$ cat config.mk
export PLATFORM = sky130hd
export DESIGN_NAME = qcc_counter
export DESIGN_NICKNAME = d
export VERILOG_FILES = /design/src/qcc_sync.v /design/src/qcc_counter.v
export VERILOG_INCLUDE_DIRS = /design/src /design/src/pkg
export SDC_FILE = /design/constraint.sdc
export NUM_CORES = 1
export LEC_CHECK = 0
export BUFFER_PORTS_ARGS = -buffer_cell sky130_fd_sc_hd__buf_4
export CELL_PAD_IN_SITES_DETAIL_PLACEMENT = 1
export CELL_PAD_IN_SITES_GLOBAL_PLACEMENT = 1
export CORE_MARGIN = 10
export CORE_UTILIZATION = 49
export CTS_CLUSTER_DIAMETER = 80
export DETAILED_ROUTE_END_ITERATION = 16
export MAX_ROUTING_LAYER = met4
export PLACE_DENSITY = 0.89
export SLEW_MARGIN = 20
export SYNTH_ARGS = -nofsm -noshare
export SYNTH_HDL_FRONTEND = slang
export SYNTH_SLANG_ARGS = --single-unit
$ cat constraint.sdc
create_clock -name mclk -period 6.1 [get_ports mclk]
set_input_delay 0 -clock mclk [delete_from_list [all_inputs] [get_ports mclk]]
set_output_delay 0 -clock mclk [all_outputs]
set_load 0.02 [all_outputs]
$ cat src/pkg/qcc_map.vh
`ifndef QCC_MAP_VH
`define QCC_MAP_VH
`define QCC_W          32
`define QCC_AW         4
`define QCC_ZERO       32'h00000000
`define QCC_ONE        32'h00000001
`define QCC_MAX        32'hFFFFFFFF
`define QCC_SCAN_DIV   16'h00FF
`define QCC_GATE_OFF_SCANS 2'h3
`define QCC_START_SCANS    2'h2
`define QCC_A_COUNT    4'h0
`define QCC_A_P1       4'h1
`define QCC_A_P2       4'h2
`define QCC_A_RELOAD   4'h3
`define QCC_A_CTRL     4'h4
`define QCC_A_STATUS   4'h5
`define QCC_B_GATE     0
`define QCC_B_OCLR     1
`define QCC_B_SWRST    2
`define QCC_B_KEEP1    3
`define QCC_B_KEEP2    4
`define QCC_B_HWEN     5
`define QCC_B_IRQSEL   6
`define QCC_B_LOAD     7
`define QCC_B_EN1      8
`define QCC_B_EN2      9
`define QCC_B_ENWRAP   10
`define QCC_CTRL_W     11
`endif

$ cat src/qcc_sync.v
`timescale 1ns/1ps
`default_nettype none
module qcc_sync (
  // clock and reset
  input  wire       mclk,
  input  wire       nrst,
  // async level in, synced out
  input  wire       d_in,
  output reg        q_out
);
  reg meta_reg;
  // two flop synchroniser
  always @(posedge mclk or negedge nrst) begin
    if (!nrst) begin
      meta_reg <= 1'b0;
      q_out    <= 1'b0;
    end else begin
      meta_reg <= d_in;
      q_out    <= meta_reg;
    end
  end
endmodule
`default_nettype wire

$ cat src/qcc_counter.v
// The plain strobed port and the address map are this design's own decisions.
`timescale 1ns/1ps
`default_nettype none
`include "qcc_map.vh"
module qcc_counter (
  // clock and reset
  input  wire        mclk,
  input  wire        nrst,
  // encoder pins
  input  wire        phase_a_in,
  input  wire        phase_b_in,
  input  wire        index_reset_in,
  input  wire        gen_reset_in,
  // register port
  input  wire [3:0]  addr,
  input  wire [31:0] wdata,
  input  wire        wr,
  input  wire        rd,
  output reg  [31:0] rdata,
  // outputs
  output reg         cmp1_out,
  output reg         cmp2_out,
  output reg         irq_jump,
  output reg         count_enabled
);
  wire a_s;
  wire b_s;
  wire z_s;
  wire g_s;
  reg  b_d_reg;
  reg  z_d_reg;
  reg  g_d_reg;
  reg  [31:0] cnt_reg;
  reg  [31:0] count_value;
  reg  [31:0] preset_one;
  reg  [31:0] preset_two;
  reg  [31:0] act_one;
  reg  [31:0] act_two;
  reg  [31:0] reload_value;
  reg  [`QCC_CTRL_W-1:0] ctrl_reg;
  reg  [15:0] div_reg;
  reg         scan_tick;
  reg  [1:0]  start_reg;
  reg         armed_reg;
  reg         blocked_reg;
  reg  [1:0]  goff_reg;
  reg         ev1_reg;
  reg         ev2_reg;
  reg         evw_reg;
  reg         evz_reg;
  reg         cmp1_hit_flag;
  reg         cmp2_hit_flag;
  reg         wrap_flag;
  reg         reset_seen_flag;
  reg         pend1_reg;
  reg         pend2_reg;
  reg  [31:0] cnt_next;
  reg         hit1;
  reg         hit2;
  reg         wrap;
  reg         zrise;
  wire        gate_enable_flag;
  wire        step;
  wire        up;

  // pin synchronisers
  qcc_sync u_sa (.mclk(mclk), .nrst(nrst), .d_in(phase_a_in),
                 .q_out(a_s));
  qcc_sync u_sb (.mclk(mclk), .nrst(nrst), .d_in(phase_b_in),
                 .q_out(b_s));
  qcc_sync u_sz (.mclk(mclk), .nrst(nrst), .d_in(index_reset_in),
                 .q_out(z_s));
  qcc_sync u_sg (.mclk(mclk), .nrst(nrst), .d_in(gen_reset_in),
                 .q_out(g_s));

  assign gate_enable_flag = ctrl_reg[`QCC_B_GATE];
  // 1-edge count on rising phase b, direction from phase a
  assign step = b_s & ~b_d_reg & gate_enable_flag & armed_reg &
                ~blocked_reg;
  assign up   = a_s;

  // scan divider
  always @(posedge mclk or negedge nrst) begin
    if (!nrst) begin
      div_reg   <= 16'h0000;
      scan_tick <= 1'b0;
    end else begin
      scan_tick <= (div_reg == `QCC_SCAN_DIV);
      if (div_reg == `QCC_SCAN_DIV)
        div_reg <= 16'h0000;
      else
        div_reg <= div_reg + 16'h0001;
    end
  end

  // next count and comparison detect
  always @* begin
    hit1     = 1'b0;
    hit2     = 1'b0;
    wrap     = 1'b0;
    zrise    = z_s & ~z_d_reg & ctrl_reg[`QCC_B_HWEN];
    cnt_next = cnt_reg;
    if (step) begin
      if (up) begin
        cnt_next = cnt_reg + `QCC_ONE;
        wrap     = (cnt_reg == `QCC_MAX);
      end else begin
        cnt_next = cnt_reg - `QCC_ONE;
        wrap     = (cnt_reg == `QCC_ZERO);
      end
      hit1 = ctrl_reg[`QCC_B_EN1] & (cnt_next == act_one);
      hit2 = ctrl_reg[`QCC_B_EN2] & (cnt_next == act_two);
      if (wrap)
        cnt_next = reload_value;
      else if ((hit1 & ~ctrl_reg[`QCC_B_KEEP1]) |
               (hit2 & ~ctrl_reg[`QCC_B_KEEP2]))
        cnt_next = reload_value;
    end
    if (zrise | (g_s & ~g_d_reg) | ctrl_reg[`QCC_B_SWRST])
      cnt_next = reload_value;
  end

  // counting core
  always @(posedge mclk or negedge nrst) begin
    if (!nrst) begin
      cnt_reg <= `QCC_ZERO; b_d_reg <= 1'b0; z_d_reg <= 1'b0;
      g_d_reg <= 1'b0;
      act_one <= `QCC_ZERO; act_two <= `QCC_ZERO;
      pend1_reg <= 1'b0; pend2_reg <= 1'b0;
      ev1_reg <= 1'b0; ev2_reg <= 1'b0; evw_reg <= 1'b0; evz_reg <= 1'b0;
      cmp1_out <= 1'b0; cmp2_out <= 1'b0; irq_jump <= 1'b0;
    end else begin
      b_d_reg <= b_s;
      z_d_reg <= z_s;
      g_d_reg <= g_s;
      irq_jump <= 1'b0;
      if (!armed_reg || (wr && addr == `QCC_A_CTRL &&
                         wdata[`QCC_B_LOAD]))
        cnt_reg <= reload_value;
      else
        cnt_reg <= cnt_next;
      // active presets swap when old one reached, on an index reset, or at arming
      if (start_reg == `QCC_START_SCANS && scan_tick && !armed_reg) begin
        act_one <= preset_one;
        act_two <= preset_two;
      end else begin
        if ((hit1 || zrise) && pend1_reg)
          act_one <= preset_one;
        if ((hit2 || zrise) && pend2_reg)
          act_two <= preset_two;
      end
      if (wr && addr == `QCC_A_P1)
        pend1_reg <= 1'b1;
      else if (hit1 || zrise)
        pend1_reg <= 1'b0;
      if (wr && addr == `QCC_A_P2)
        pend2_reg <= 1'b1;
      else if (hit2 || zrise)
        pend2_reg <= 1'b0;
      // events held until the next scan boundary, set wins
      ev1_reg <= hit1 | (ev1_reg & ~scan_tick);
      ev2_reg <= hit2 | (ev2_reg & ~scan_tick);
      evw_reg <= wrap | (evw_reg & ~scan_tick);
      evz_reg <= zrise | (evz_reg & ~scan_tick);
      // action: output latch or interrupt jump; clear works in either mode
      if (ctrl_reg[`QCC_B_IRQSEL] &&
          (hit1 | hit2 | (wrap & ctrl_reg[`QCC_B_ENWRAP])))
        irq_jump <= 1'b1;
      if (!ctrl_reg[`QCC_B_IRQSEL] &&
          (hit1 | (wrap & ctrl_reg[`QCC_B_ENWRAP])))
        cmp1_out <= 1'b1;
      else if (ctrl_reg[`QCC_B_OCLR])
        cmp1_out <= 1'b0;
      if (!ctrl_reg[`QCC_B_IRQSEL] &&
          (hit2 | (wrap & ctrl_reg[`QCC_B_ENWRAP])))
        cmp2_out <= 1'b1;
      else if (ctrl_reg[`QCC_B_OCLR])
        cmp2_out <= 1'b0;
    end
  end

  // scan state: start-up, visible copy, one-scan flags, gate lockout
  always @(posedge mclk or negedge nrst) begin
    if (!nrst) begin
      start_reg <= 2'h0; armed_reg <= 1'b0; blocked_reg <= 1'b0;
      goff_reg <= 2'h0; count_value <= `QCC_ZERO;
      cmp1_hit_flag <= 1'b0; cmp2_hit_flag <= 1'b0; wrap_flag <= 1'b0;
      reset_seen_flag <= 1'b0; count_enabled <= 1'b0;
    end else begin
      count_enabled <= gate_enable_flag & armed_reg & ~blocked_reg;
      if (wr && addr == `QCC_A_CTRL && wdata[`QCC_B_LOAD]) begin
        blocked_reg <= gate_enable_flag;
        goff_reg    <= 2'h0;
      end else if (scan_tick) begin
        if (start_reg != `QCC_START_SCANS)
          start_reg <= start_reg + 2'h1;
        else
          armed_reg <= 1'b1;
        count_value   <= cnt_reg;
        cmp1_hit_flag <= ev1_reg;
        cmp2_hit_flag <= ev2_reg;
        wrap_flag     <= evw_reg;
        reset_seen_flag <= evz_reg;
        if (gate_enable_flag) begin
          if (goff_reg == `QCC_GATE_OFF_SCANS)
            blocked_reg <= 1'b0;
          goff_reg <= 2'h0;
        end else if (goff_reg != `QCC_GATE_OFF_SCANS)
          goff_reg <= goff_reg + 2'h1;
      end
    end
  end

  // register writes
  always @(posedge mclk or negedge nrst) begin
    if (!nrst) begin
      preset_one <= `QCC_ZERO; preset_two <= `QCC_ZERO;
      reload_value <= `QCC_ZERO; ctrl_reg <= {`QCC_CTRL_W{1'b0}};
    end else if (wr) begin
      case (addr)
        `QCC_A_P1:     preset_one   <= wdata;
        `QCC_A_P2:     preset_two   <= wdata;
        `QCC_A_RELOAD: reload_value <= wdata;
        `QCC_A_CTRL: begin
          ctrl_reg <= wdata[`QCC_CTRL_W-1:0];
          ctrl_reg[`QCC_B_LOAD] <= 1'b0;
        end
        default: ;
      endcase
    end else begin
      ctrl_reg[`QCC_B_SWRST] <= 1'b0;
    end
  end

  // register reads, one cycle later
  always @(posedge mclk or negedge nrst) begin
    if (!nrst)
      rdata <= `QCC_ZERO;
    else if (rd) begin
      case (addr)
        `QCC_A_COUNT:  rdata <= count_value;
        `QCC_A_P1:     rdata <= preset_one;
        `QCC_A_P2:     rdata <= preset_two;
        `QCC_A_RELOAD: rdata <= reload_value;
        `QCC_A_CTRL:   rdata <= {21'h0, ctrl_reg};
        `QCC_A_STATUS: rdata <= {26'h0, count_enabled, armed_reg,
                                 reset_seen_flag, wrap_flag,
                                 cmp2_hit_flag, cmp1_hit_flag};
        default:       rdata <= `QCC_ZERO;
      endcase
    end else
      rdata <= `QCC_ZERO;
  end
endmodule
`default_nettype wire

==> Yosys cells after proc, flatten, opt, wreduce, memory -nomap -nowiden <==
Cells that the tools add are included.
{ "totals": {"word_cells": 173, "inputBits": 44, "ff_bits": 314} }
{ "op_classes": {"n_bitwise": 38, "eq_ne": 14, "mux": 37, "n_addsub": 5, "n_reduce_logical": 38} }
{ "ops": {"columns": ["cell", "n"], "rows": [
  ["32-bit 2-to-1 mux", 12],
  ["32-bit case mux with 6 select lines", 1],
  ["32-bit == test", 2],
  ["32-bit by 1-bit adder with 32-bit output, second input constant", 1],
  ["32-bit == test, second input constant", 1],
  ["32-bit zero test", 1],
  ["32-bit by 1-bit subtractor with 32-bit output, second input constant", 1],
  ["1-bit AND", 18],
  ["1-bit 2-to-1 mux", 18],
  ["2-bit nonzero test", 9],
  ["16-bit by 1-bit adder with 16-bit output, second input constant", 1],
  ["16-bit by 8-bit == test with 1-bit output, second input constant", 1],
  ["16-bit 2-to-1 mux", 1],
  ["2-bit AND reduction", 6],
  ["1-bit logical AND", 11],
  ["1-bit OR", 11],
  ["1-bit NOT", 9],
  ["3-bit AND reduction", 3],
  ["4-bit by 2-bit == test with 1-bit output, second input constant", 2],
  ["4-bit by 3-bit == test with 1-bit output, second input constant", 2],
  ["2-bit 2-to-1 mux", 4],
  ["3-bit nonzero test", 2],
  ["2-bit by 1-bit adder with 2-bit output, second input constant", 2],
  ["2-bit == test, second input constant", 2],
  ["7 further kinds", 11]
]} }

==> Logic depth before layout (Yosys ltp) <==
Gate-level depths: netlist (run 1).
{ "depth": {"ltp_word": 15, "depth_mapped": 17} }

==> Cells and area by module <==
From an unflattened synthesis (run 1), not the netlist that was laid out.
{ "unflattened": {"hier_cells": 2018, "area_unflattened_um2": 19220.9} }
{ "by_module_without_submodules": {"columns": ["mod", "area_each_um2", "cells_each", "n_inst"], "rows": [
  ["qcc_counter", 19020.7, 2010, 1],
  ["qcc_sync", 50.0, 2, 4]
]} }

==> Worst setup path after synthesis (run 1) <==
Ideal clock, no wire load.
{ "synth_path": {"kind": "flip-flop to flip-flop", "from": "register u_sa.q_out", "to": "register cnt_reg[22]", "period_less_slack_ns": 4.593, "t_required_ns": 5.968, "arrival_time_ns": 4.460, "stages_incl_launch_ff": 16, "slack_ns": 1.507, "path_cell_list": "dfrtp_1 > inv_1 > ha_1 > buf_2 > a21oi_2 > o211ai_1 > and2_1 > a221oi_1 > xor2_1 > nor4_1 > o2111ai_1 > or4_4 > or4_4 > buf_6 > a21oi_1 > o22ai_1"} }
{ "synth_via": {"elab_chain_len": 11, "word_cells_on_any_way": 16, "classes_between": "eq/ne (2); mux (9); bitwise (5)"} }
{ "synth_lines": {"columns": ["item", "line", "rtl"], "rows": [
  ["start, declared", "qcc_sync.v:9", "output reg q_out"],
  ["start signal, assigned", "qcc_sync.v:19", "q_out <= meta_reg;"],
  ["32-bit 2-to-1 mux", "qcc_counter.v:104", "if (up) begin"],
  ["32-bit 2-to-1 mux", "qcc_counter.v:103", "if (step) begin"],
  ["32-bit == test, on equally long branches", "qcc_counter.v:111, qcc_counter.v:112", null],
  ["1-bit AND, on equally long branches", "qcc_counter.v:111, qcc_counter.v:112", null],
  ["1-bit AND, on equally long branches", "qcc_counter.v:115, qcc_counter.v:116", null],
  ["1-bit OR", "qcc_counter.v:115", "else if ((hit1 & ~ctrl_reg[`QCC_B_KEEP1]) |"],
  ["32-bit 2-to-1 mux", "qcc_counter.v:115", null],
  ["32-bit 2-to-1 mux (*)", "qcc_counter.v:113", "if (wrap)"],
  ["32-bit 2-to-1 mux (*)", "qcc_counter.v:103", null],
  ["32-bit 2-to-1 mux (*)", "qcc_counter.v:119", "if (zrise | (g_s & ~g_d_reg) | ctrl_reg[`QCC_B_SWRST])"],
  ["32-bit 2-to-1 mux (*)", "qcc_counter.v:137", "if (!armed_reg || (wr && addr == `QCC_A_CTRL &&"],
  ["end signal, assigned", "qcc_counter.v:139", "cnt_reg <= reload_value;"],
  ["end signal, assigned", "qcc_counter.v:141", "cnt_reg <= cnt_next;"],
  ["end, declared", "qcc_counter.v:33", "reg [31:0] cnt_reg;"]
]} }
Mark *: on every way between the ends. The rest lies on a longest branch, timed or not. The select of a mux whose other input is x is not followed.
A chain may end at the register's enable or synchronous reset.

==> Final worst setup path (run 1) <==
{ "layout_path": {"from": "register u_sa.q_out", "to": "register act_two[31]"} }
{ "layout_via": {"elab_chain_len": 8} }
{ "layout_lines": {"columns": ["item", "line", "rtl"], "rows": [
  ["32-bit 2-to-1 mux", "qcc_counter.v:104", null],
  ["32-bit 2-to-1 mux", "qcc_counter.v:103", null],
  ["32-bit == test", "qcc_counter.v:112", "hit2 = ctrl_reg[`QCC_B_EN2] & (cnt_next == act_two);"],
  ["1-bit AND", "qcc_counter.v:112", null],
  ["1-bit 2-to-1 mux", "qcc_counter.v:103", null],
  ["1-bit logical OR", "qcc_counter.v:149", "if ((hit2 || zrise) && pend2_reg)"],
  ["1-bit logical AND", "qcc_counter.v:149", null],
  ["2-bit nonzero test (no line)", null, null],
  ["end signal, assigned", "qcc_counter.v:128", "act_one <= `QCC_ZERO; act_two <= `QCC_ZERO;"],
  ["end signal, assigned", "qcc_counter.v:145", "act_two <= preset_two;"],
  ["end signal, assigned", "qcc_counter.v:150", "act_two <= preset_two;"],
  ["end, declared", "qcc_counter.v:38", "reg [31:0] act_two;"]
]} }
No other way between the ends. The select of a mux whose other input is x is not followed.

==> impl_metrics.tcl, run 1 <==
set metrics [dict create \
    status "finished, final reports clean" \
    period_share_pct 94.3 \
    use_met1_pct 42.0 \
    hp-class "in2async" \
    grt_pass1_wl_microns 112000 \
    worst_pin_slew_ns 1.19 \
    worst-path-max-fanout 33 \
    post_dp_cell_area_sq_um 18800 \
    grt_pass1_vias 18100 \
    dpl_worst_slack_ns 0.446 \
    cts_root_buf "clkbuf_16" \
    fmax_mhz 174 \
    avgRoutedWirePerCell_microns 30.3 \
    start_util_pct 49.9 \
    die_x_microns 211 \
    track_usage_pct 33.5 \
    worst_r2r_startpoint "u_sa.q_out" \
    rsz0062_at_grt "false" \
    p_leak_nw 8.64 \
    die_y_microns 211 \
    crit_start "u_sa.q_out" \
    synth_mux_area_share_pct 7.19 \
    design_area_sq_um 20400 \
    grt_antenna_before_repair 0 \
    syn_to_final_growth_pct 14.5 \
    drc 0 \
    yosysTopAreaCell "dfrtp_1" \
    final.min_clock_period_ns 5.76 \
    fin_util_pct 57.2 \
    drt_iter0_drc 2000 \
    clkSinkCount 314 \
    power.switching_mw 2.96 \
    cts_tree "done" \
    power_mw 7.70 \
    avgSynthCellArea_sq_um 9.60 \
    maxSlewViolCount 0 \
    crit_type "reg2reg" \
    cp.arrival_ns 6.15 \
    clock_path_buffers 3 \
    synth_edf_count 0 \
    synth_top_family_by_area "compound AO/OA/AOI/OAI gates" \
    yosys.area_share.simple_pct 17.8 \
    dr.pass1.iters 5 \
    io_pins 80 \
    maxSlewHeadroom_pct 20.5 \
    hold_viol_final 0 \
    comb_power_share_pct 32.1 \
    gp_congestion 0.970 \
    viasPerCell 6.98 \
    path_clk_slew_ns 0.07 \
    ys_seq_elements 314 \
    cts_buffers 36 \
    vias 16700 \
    yosysWarningCount 0 \
    synth.top_cell.area_share_pct 44.0 \
    setup_ws_ns 0.345 \
    drtAntennaViolNets 0 \
    grt_max_degree 173 \
    h-tree-depth 2 \
    synth_cells 1860 \
    die_area_sq_um 44500 \
    met2_usage_pct 52.7 \
    fin_skew_ns 0.0246 \
    grt_use_met3_pct 6.35 \
    clk-insertion-delay-late_ns 0.55 \
    cp-end-kind "register" \
    setup_tns_ns 0 \
    yosysSeqAreaShare_pct 44.0 \
    ys.flop_type "dfrtp_1" \
    rows 69 \
    cp.required_ns 6.49 \
    synth_area_leaders "dfrtp_1 (44%), mux2_2 (6.6%), nand2_1 (4.8%)" \
    swShare_pct 38.5 \
    power_frac_clock_pct 30.2 \
    portBuffers 79 \
    dp_cells 2296 \
    synthArstFlopShare_pct 100 \
    whs_ns 0.0643 \
    fin_nets 1989 \
    synth.net_count 1938 \
    synthAdderAreaFrac_pct 2.43 \
    setup_viol 0 \
    cap_violations 0 \
    synth_cell_types 88 \
    seq_power_share_pct 37.7 \
    reg2reg_depth 15 \
    grt-busiest-layer "met2" \
    synth_area_sq_um 17800 \
    dp_hpwl_microns 46900 \
    core_sq_um 35700 \
    ir_worst_vdd_mv 0.249 \
    synth_xor_area_share_pct 6.19 \
    startpoint_type "register" \
    synth-compound-area-share_pct 18.7 \
    postCtsSetupBuffers 0 \
    fin_cells 2400 \
    p_int_mw 4.74 \
    diodes 0 \
    wl_microns 72700 \
    grt_overflow 0 \
    drive_above_1_share_pct 17.0 \
    power_density_nw_per_um2 377 \
]
area by class of cell:
cell class | count | area (sq um)
fillers | 3956 | 15300
multi-input cells | 1388 | 9400
flip-flops and latches | 314 | 7860
repair buffers | 153 | 1280
clock buffers | 51 | 1060
well taps | 461 | 577
clock inverters | 15 | 190
inverters | 18 | 67.6
per-layer routing:
layer / vias to the layer above / part of all wire, %
li1: 6984 / -
met1: 8512 / 40
met2: 993 / 47
met3: 260 / 8.8
met4: 0 / 4.3
met5: - / 0
cells in the mapped netlist (5+ instances only):
library cell and n:
a211oi_1 8, a21o_1 12, a21oi_1 118, a221oi_1 9, a22o_1 5, a22oi_1 57, a31oi_1 37, and2_1 8
and3_1 41, buf_1 13, buf_2 25, clkbuf_1 98, dfrtp_1 314, ha_1 33, inv_1 18, mux2_2 105
mux2i_1 10, nand2_1 230, nand2b_1 8, nand3_1 82, nand4_1 65, nor2_1 95, nor2b_1 10, nor3_1 25
nor3b_1 5, nor4_1 23, nor4b_1 6, o211ai_1 107, o21a_1 9, o21ai_0 27, o21ai_1 35, o22ai_1 5
o31ai_1 5, or2_2 5, or3_1 8, xnor2_1 63, xnor3_1 6, xor2_1 35
final timing paths:
kind	end	slack, ns
setup / recovery	act_two[31]	0.34
hold / removal	rdata[21]	0.06
setup reg to reg	act_two[31]	0.34
hold reg to reg	u_sb.q_out	0.34
max in group asynchronous	pend2_reg	4.53
min in group mclk	u_sa.meta_reg	0.12
timing repair:
| item | CTS | global route |
|---|---|---|
| endpoints found under the hold margin | 197 | 0 |
| hold buffers | 38 | 0 |
| gates resized for setup | 0 | 1 |
| endpoints found under the setup margin | 0 | 6 |
logic make-up (layout without fill, tap and decap cells):
kind of cell / Yosys count / count (layout)
buffers and inverters: 158 / 237
AO/OA/AOI/OAI: 489 / 489
XOR/XNOR: 109 / 109
AND/OR/NAND/NOR: 641 / 641
flip-flops: 314 / 314
multiplexers: 115 / 115
adder cells (fa/ha/maj): 34 / 34
power by group through the flow:
stage / registers, mW / logic (mW) / clock network, mW
6_report: 2.90 / 2.47 / 2.33
3_3_place_gp: 2.87 / 2.28 / 0
2_1_floorplan: 2.67 / 1.69 / 0
5_1_grt: 2.92 / 2.65 / 2.42
4_1_cts: 2.87 / 2.41 / 2.30
3_5_place_dp: 2.89 / 2.35 / 0
critical path, cell delays in order (launching register included):
cell,delay [ns]
dfrtp_1,0.46
inv_1,0.40
buf_4,0.32
ha_1,0.43
a21oi_1,0.38
o21a_1,0.36
o221ai_1,0.37
and3_1,0.29
nor4b_1,0.57
nand4_1,0.22
nor4_1,0.48
nand4_1,0.26
or3_1,0.40
buf_4,0.32
nand4_1,0.17
nand3_1,0.16
placed cells by master (no fill, tap or decap), drive strengths merged, types with 25 or more instances in the layout:
master	n
nor3	26
nand4	65
a21oi	122
nand3	82
a31oi	37
clkbuf	51
dfrtp	314
a22oi	57
xor2	36
xnor2	63
dlygate4sd3	38
and3	41
ha	33
nand2	231
buf	115
o211ai	108
o21ai	64
nor4	25
nor2	95
mux2	105
No activity file was read; power rests on OpenSTA's default activity.
==> run 2: changes to the inputs <==
--- a/config.mk
+++ b/config.mk
@@ -14,7 +14,7 @@
 export CTS_CLUSTER_DIAMETER = 80
 export DETAILED_ROUTE_END_ITERATION = 16
 export MAX_ROUTING_LAYER = met4
-export PLACE_DENSITY = 0.89
+export PLACE_DENSITY = 0.9
 export SLEW_MARGIN = 20
 export SYNTH_ARGS = -nofsm -noshare
 export SYNTH_HDL_FRONTEND = slang
==> impl_metrics.tcl, run 2 (same netlist as run 1, synthesis figures left out) <==
set metrics [dict create \
    status "finished, final reports clean" \
    route.met3.wl_microns 6060 \
    portBuffers 79 \
    track_usage_pct 33.4 \
    cpPeakStageDelay_ns 0.76 \
    cts_tree "done" \
    setup_tns_ns 0 \
    hold_viol_final 0 \
    whs_ns 0.0685 \
    startpoint_type "register" \
    rows 69 \
    drtAntennaViolNets 0 \
    dp_hpwl_microns 47200 \
    post_dp_cell_area_sq_um 18800 \
    h-tree-depth 2 \
    clkSinkCount 314 \
    r2r_slack_ns 0.32 \
    drive_above_1_share_pct 16.8 \
    final.min_clock_period_ns 5.78 \
    path_clk_slew_ns 0.06 \
    grt_pass1_vias 18000 \
    die_x_microns 211 \
    seq_power_share_pct 38.0 \
    grt_antenna_before_repair 1 \
    design_area_sq_um 20300 \
    fin_cells 2399 \
    dr.pass1.iters 6 \
    grt_pass1_wl_microns 112000 \
    drt_iter0_drc 2011 \
    postCtsSetupBuffers 0 \
    cap_violations 0 \
    wl_met1_microns 29000 \
    hp-class "in2async" \
    layout_commonest_cell "dfrtp_1" \
    power_mw 7.57 \
    vias 17000 \
    worst_pin_slew_ns 1.10 \
    slowest_stage "or4_4" \
    period_share_pct 94.8 \
    power_density_nw_per_um2 372 \
    dpl_worst_slack_ns 0.283 \
    comb_power_share_pct 33.3 \
    p_leak_nw 8.60 \
    gp_congestion 0.985 \
    topRoutingLayerUsed "met4" \
    drc 0 \
    setup_viol 0 \
    power_frac_clock_pct 28.7 \
    viasPerCell 7.10 \
    wl_microns 73000 \
    dp_cells 2295 \
    power.switching_mw 2.97 \
    syn_to_final_growth_pct 14.0 \
    fin_nets 1989 \
    io_pins 80 \
    wl_met2_microns 34400 \
    fmax_mhz 173 \
    fin_skew_ns 0.0476 \
    p_int_mw 4.61 \
    worst-path-max-fanout 30 \
    cp.arrival_ns 6.17 \
    final_cell_mix "dfrtp_1 (313), nand2_1 (230), a21oi_1 (118)" \
    clk-insertion-delay-late_ns 0.56 \
    grt_max_degree 150 \
    setup_ws_ns 0.319 \
    fin_util_pct 56.9 \
    grt_overflow 0 \
    swShare_pct 39.2 \
    ir_worst_vdd_mv 0.230 \
    avgRoutedWirePerCell_microns 30.4 \
    start_util_pct 49.9 \
    rsz0062_at_grt "false" \
    maxSlewHeadroom_pct 26.6 \
    core_sq_um 35700 \
    cts_buffers 36 \
    die_area_sq_um 44500 \
    cts_root_buf "clkbuf_16" \
    cp_cell_sequence "inv_1 -> buf_4 -> ha_1 -> a21oi_1 -> o21a_1 -> o221ai_1 -> o32ai_2 -> o21ai_1 -> nor4_1 -> o2111ai_1 -> or4_4 -> or4_4 -> a21oi_1 -> o22ai_1" \
    maxSlewViolCount 0 \
    cp-end-kind "register" \
    crit_type "reg2reg" \
    cp.required_ns 6.49 \
    die_y_microns 211 \
    clock_path_buffers 3 \
]
[run 2: changes by cell type in the layout (fill, tap and decap cells not counted), sizes merged]
cell / previous run / this run
bufinv: 3 / 0
clkbuf: 51 / 53
clkinv: 10 / 7
diode: 0 / 2
inv: 19 / 20
[run 2: timing repair]
item                                    4_1_cts  5_1_grt
hold endpoints to repair                    199        0
hold buffers                                 38        0
endpoints found under the setup margin        0       69
resized for setup                             0        3
[run 2: metal layers]
layer | vias to the layer above | GRT usage (%)
li1 | 7001 | -
met1 | 8682 | 41.1
met2 | 1034 | 52.6
met3 | 306 | 6.01
met4 | 0 | 16.0
met5 | - | -
[run 2: path summary, 6_finish.rpt]
path,from,endpoint,cells past startpoint
worst min-delay path,nrst,rdata[21],2
worst max register to register,u_sa.q_out,cnt_reg[22],14
worst max-delay path,u_sa.q_out,cnt_reg[22],14
worst min register to register,u_sb.meta_reg,u_sb.q_out,0
max in group asynchronous,nrst,pend2_reg,3
min in group mclk,addr[0],blocked_reg,4
[run 2: layout make-up]
| type | count | area [sq um] |
|---|---|---|
| flip-flops and latches | 314 | 7860 |
| repair buffers | 153 | 1290 |
| clock buffers | 53 | 1060 |
| diodes | 2 | 5.00 |
| clock inverters | 10 | 73.8 |
| fillers | 3941 | 15400 |
| multi-input cells | 1388 | 9410 |
| well taps | 461 | 577 |
| inverters | 18 | 67.6 |
[run 2: critical path: cells and delay by family (launching register included)]
| kind | cells | cell delay, ns |
|---|---|---|
| adder cells (fa/ha/maj) | 1 | 0.42 |
| AO/OA/AOI/OAI | 8 | 2.10 |
| flip-flops | 1 | 0.45 |
| buffers and inverters | 2 | 0.81 |
| AND/OR/NAND/NOR | 3 | 1.81 |
[run 2: power groups by stage]
stage	clock network (mW)	logic, mW	registers (mW)
detailed placement	0	2.40	2.87
global route	2.25	2.70	2.89
CTS	2.14	2.46	2.84
finish	2.18	2.52	2.87
floorplan	0	1.69	2.67
global placement	0	2.34	2.84
==> run 3: changes to the inputs <==
--- a/config.mk
+++ b/config.mk
@@ -6,15 +6,16 @@
 export SDC_FILE = /design/constraint.sdc
 export NUM_CORES = 1
 export LEC_CHECK = 0
+export ABC_AREA = 1
 export BUFFER_PORTS_ARGS = -buffer_cell sky130_fd_sc_hd__buf_4
 export CELL_PAD_IN_SITES_DETAIL_PLACEMENT = 1
 export CELL_PAD_IN_SITES_GLOBAL_PLACEMENT = 1
 export CORE_MARGIN = 10
-export CORE_UTILIZATION = 49
+export CORE_UTILIZATION = 46
 export CTS_CLUSTER_DIAMETER = 80
 export DETAILED_ROUTE_END_ITERATION = 16
 export MAX_ROUTING_LAYER = met4
-export PLACE_DENSITY = 0.9
+export PLACE_DENSITY = 0.89
 export SLEW_MARGIN = 20
 export SYNTH_ARGS = -nofsm -noshare
 export SYNTH_HDL_FRONTEND = slang
==> impl_metrics.tcl, run 3 <==
set metrics [dict create \
    cts_buffers 37 \
    synth.most_common_cell "nand2_1" \
    synth_xor_area_share_pct 0.800 \
    grt_antenna_before_repair 2 \
    portBuffers 79 \
    crit_type "reg2reg" \
    synth-compound-area-share_pct 9.44 \
    synth.top_cell.area_share_pct 46.1 \
    yosysSeqAreaShare_pct 46.1 \
    synthArstFlopShare_pct 100 \
    final_cell_mix "nand2_1 (811), dfrtp_1 (314), inv_1 (298)" \
    yosys-top-cells-count "nand2_1 (814), dfrtp_1 (314), inv_1 (298), nand3_1 (214), o21ai_0 (135)" \
    synth_cells 2288 \
    clk-insertion-delay-late_ns 0.57 \
    track_usage_pct 33.8 \
    multi_input_area_sq_um 7710 \
    ys_seq_elements 314 \
    core_sq_um 36600 \
    synth_area_sq_um 17100 \
    slowest_stage "nand2_4" \
    cap_violations 0 \
    synth.net_count 2366 \
    path_clk_slew_ns 0.07 \
    fin_nets 2463 \
    ys.flop_type "dfrtp_1" \
    dr.pass1.iters 5 \
    synth_cell_types 46 \
    layout_commonest_cell "nand2_1" \
    synth_area_leaders "dfrtp_1 (46%), nand2_1 (18%), inv_1 (6.6%)" \
    io_pins 80 \
    hold_viol_final 0 \
    start_util_pct 46.6 \
    die_y_microns 213 \
    startpoint_type "register" \
    drc 0 \
    setup_tns_ns 0 \
    postCtsSetupBuffers 0 \
    ir_worst_vdd_mv 0.251 \
    drive_above_1_share_pct 8.74 \
    rows 70 \
    cp.required_ns 6.57 \
    synth_top_family_by_area "simple AND/OR/NAND/NOR gates" \
    cts_tree "done" \
    rsz0062_at_grt "false" \
    maxSlewHeadroom_pct 31.9 \
    grt_pass1_vias 18900 \
    p_leak_nw 10.4 \
    cpPeakStageDelay_ns 0.64 \
    cp-end-kind "register" \
    post_cts_resized 0 \
    regArea_sq_um 7860 \
    drtAntennaViolNets 0 \
    h-tree-depth 2 \
    grt_max_degree 124 \
    avgRoutedWirePerCell_microns 25.6 \
    cp_cell_sequence "inv_1 -> buf_4 -> ha_1 -> nand2_1 -> inv_1 -> nand2_1 -> nand2_1 -> a21oi_1 -> nand4_1 -> nand2_1 -> nand2_1 -> nand2_1 -> nand2_1 -> nor2_1 -> nand3_1 -> nor2_2 -> nand3_2 -> nand2_1 -> nand2_2 -> nand2_4 -> nand2_1 -> o21ai_1" \
    final.min_clock_period_ns 5.03 \
    hp-class "in2reg" \
    power_mw 9.12 \
    gp_congestion 1.04 \
    worst_pin_slew_ns 1.02 \
    maxSlewViolCount 0 \
    dpl_worst_slack_ns 1.30 \
    vias 17800 \
    yosys.area_share.simple_pct 32.2 \
    syn_to_final_growth_pct 15.1 \
    setup_ws_ns 1.07 \
    avgSynthCellArea_sq_um 7.45 \
    worst-path-max-fanout 53 \
    fmax_mhz 199 \
    status "finished, final reports clean" \
    die_area_sq_um 45200 \
    clkSinkCount 314 \
    die_x_microns 213 \
    synthAdderAreaFrac_pct 2.54 \
    setup_viol 0 \
    period_share_pct 82.4 \
    synth_mux_area_share_pct 0 \
    yosysTopAreaCell "dfrtp_1" \
    nFillCells 4545 \
    viasPerCell 6.18 \
    fin_skew_ns 0.0261 \
    dp_hpwl_microns 46100 \
    drt_iter0_drc 2001 \
    cts_root_buf "clkbuf_16" \
    yosysWarningCount 0 \
    cp.arrival_ns 5.49 \
    worst_path_most_repeated_cell "nand2_1" \
    synth_edf_count 0 \
    grt_overflow 0 \
    grt_pass1_wl_microns 114000 \
    power_density_nw_per_um2 465 \
    wl_microns 73700 \
    clock_path_buffers 3 \
    holdBufCountCts 40 \
]
## run 3: cell types whose count changed in the layout (fill, tap and decap cells not counted), sizes merged, moves of 32 or more
cell | before | now
a21oi | 122 | 33
a22oi | 57 | 1
a31oi | 37 | 5
and3 | 41 | 0
inv | 20 | 303
mux2 | 105 | 0
nand2 | 231 | 838
nand3 | 82 | 222
o211ai | 108 | 0
o21ai | 64 | 156
xnor2 | 63 | 2
## run 3: power breakdown
part | total, mW | switching [mW] | internal, mW | leakage, nW
logic | 3.67 | 2.53 | 1.14 | 5.72
registers | 3.23 | 0.695 | 2.54 | 4.09
clock network | 2.22 | 0.969 | 1.25 | 0.573
## run 3: cells by family (layout without fill, tap and decap cells)
| logic type | Yosys count | in the layout |
|---|---|---|
| DFF | 314 | 314 |
| AOI/OAI and AO/OA | 263 | 263 |
| adders and majority gates | 34 | 34 |
| and+or+nand+nor | 1281 | 1281 |
| other | 0 | 2 |
| buffers and inverters | 382 | 508 |
| xor gates and xnor gates | 14 | 14 |
## run 3: path summary, 6_finish.rpt
| path | startpoint | end | slack, ns | depth (start not counted) |
|---|---|---|---|---|
| min reg2reg | u_sb.meta_reg | u_sb.q_out | 0.36 | 0 |
| min | addr[3] | rdata[2] | 0.05 | 4 |
| min in group asynchronous | nrst | goff_reg[1] | 0.07 | 2 |
| max | u_sa.q_out | act_one[26] | 1.07 | 22 |
| max in group asynchronous | nrst | cnt_reg[12] | 4.53 | 3 |
| max reg2reg | u_sa.q_out | act_one[26] | 1.07 | 22 |
## run 3: final cells by class
class / count / area share, %
clock inverter: 11 / 0.593
antenna: 2 / 0.0255
tap: 468 / 2.98
sequential: 314 / 40.1
inverter: 301 / 5.76
timing repair buffer: 139 / 5.95
clock buffer: 57 / 5.36
multi-input combinational: 1592 / 39.3
## run 3: critical path: cells and delay by family, from the launching register on
family / cells / cell delay [ns]
buf+inv: 3 / 0.52
compound gates: 2 / 0.42
fa+ha+maj: 1 / 0.40
simple gates: 16 / 3.10
flops: 1 / 0.44
## run 3: routing by layer
metal | GRT usage (%) | part of all wire [%] | up-vias
met5 | - | 0 | -
met4 | 15.9 | 4.9 | 0
met3 | 9.00 | 11 | 315
met2 | 50.1 | 45 | 1167
met1 | 42.3 | 40 | 8788
li1 | - | - | 7559
## run 3: stage by stage
stage                     std cells  utilization (%)  area (sq um)  hold slack [ns]
after floorplan                2288                -         17100           -0.296
after global placement         2774             49.3         18000            0.110
after detailed placement       2774             49.3         18000            0.110
after CTS                      2882             53.6         19600           0.0183
after global routing           2884             53.6         19600           0.0983
final                          2884             53.6         19600           0.0536
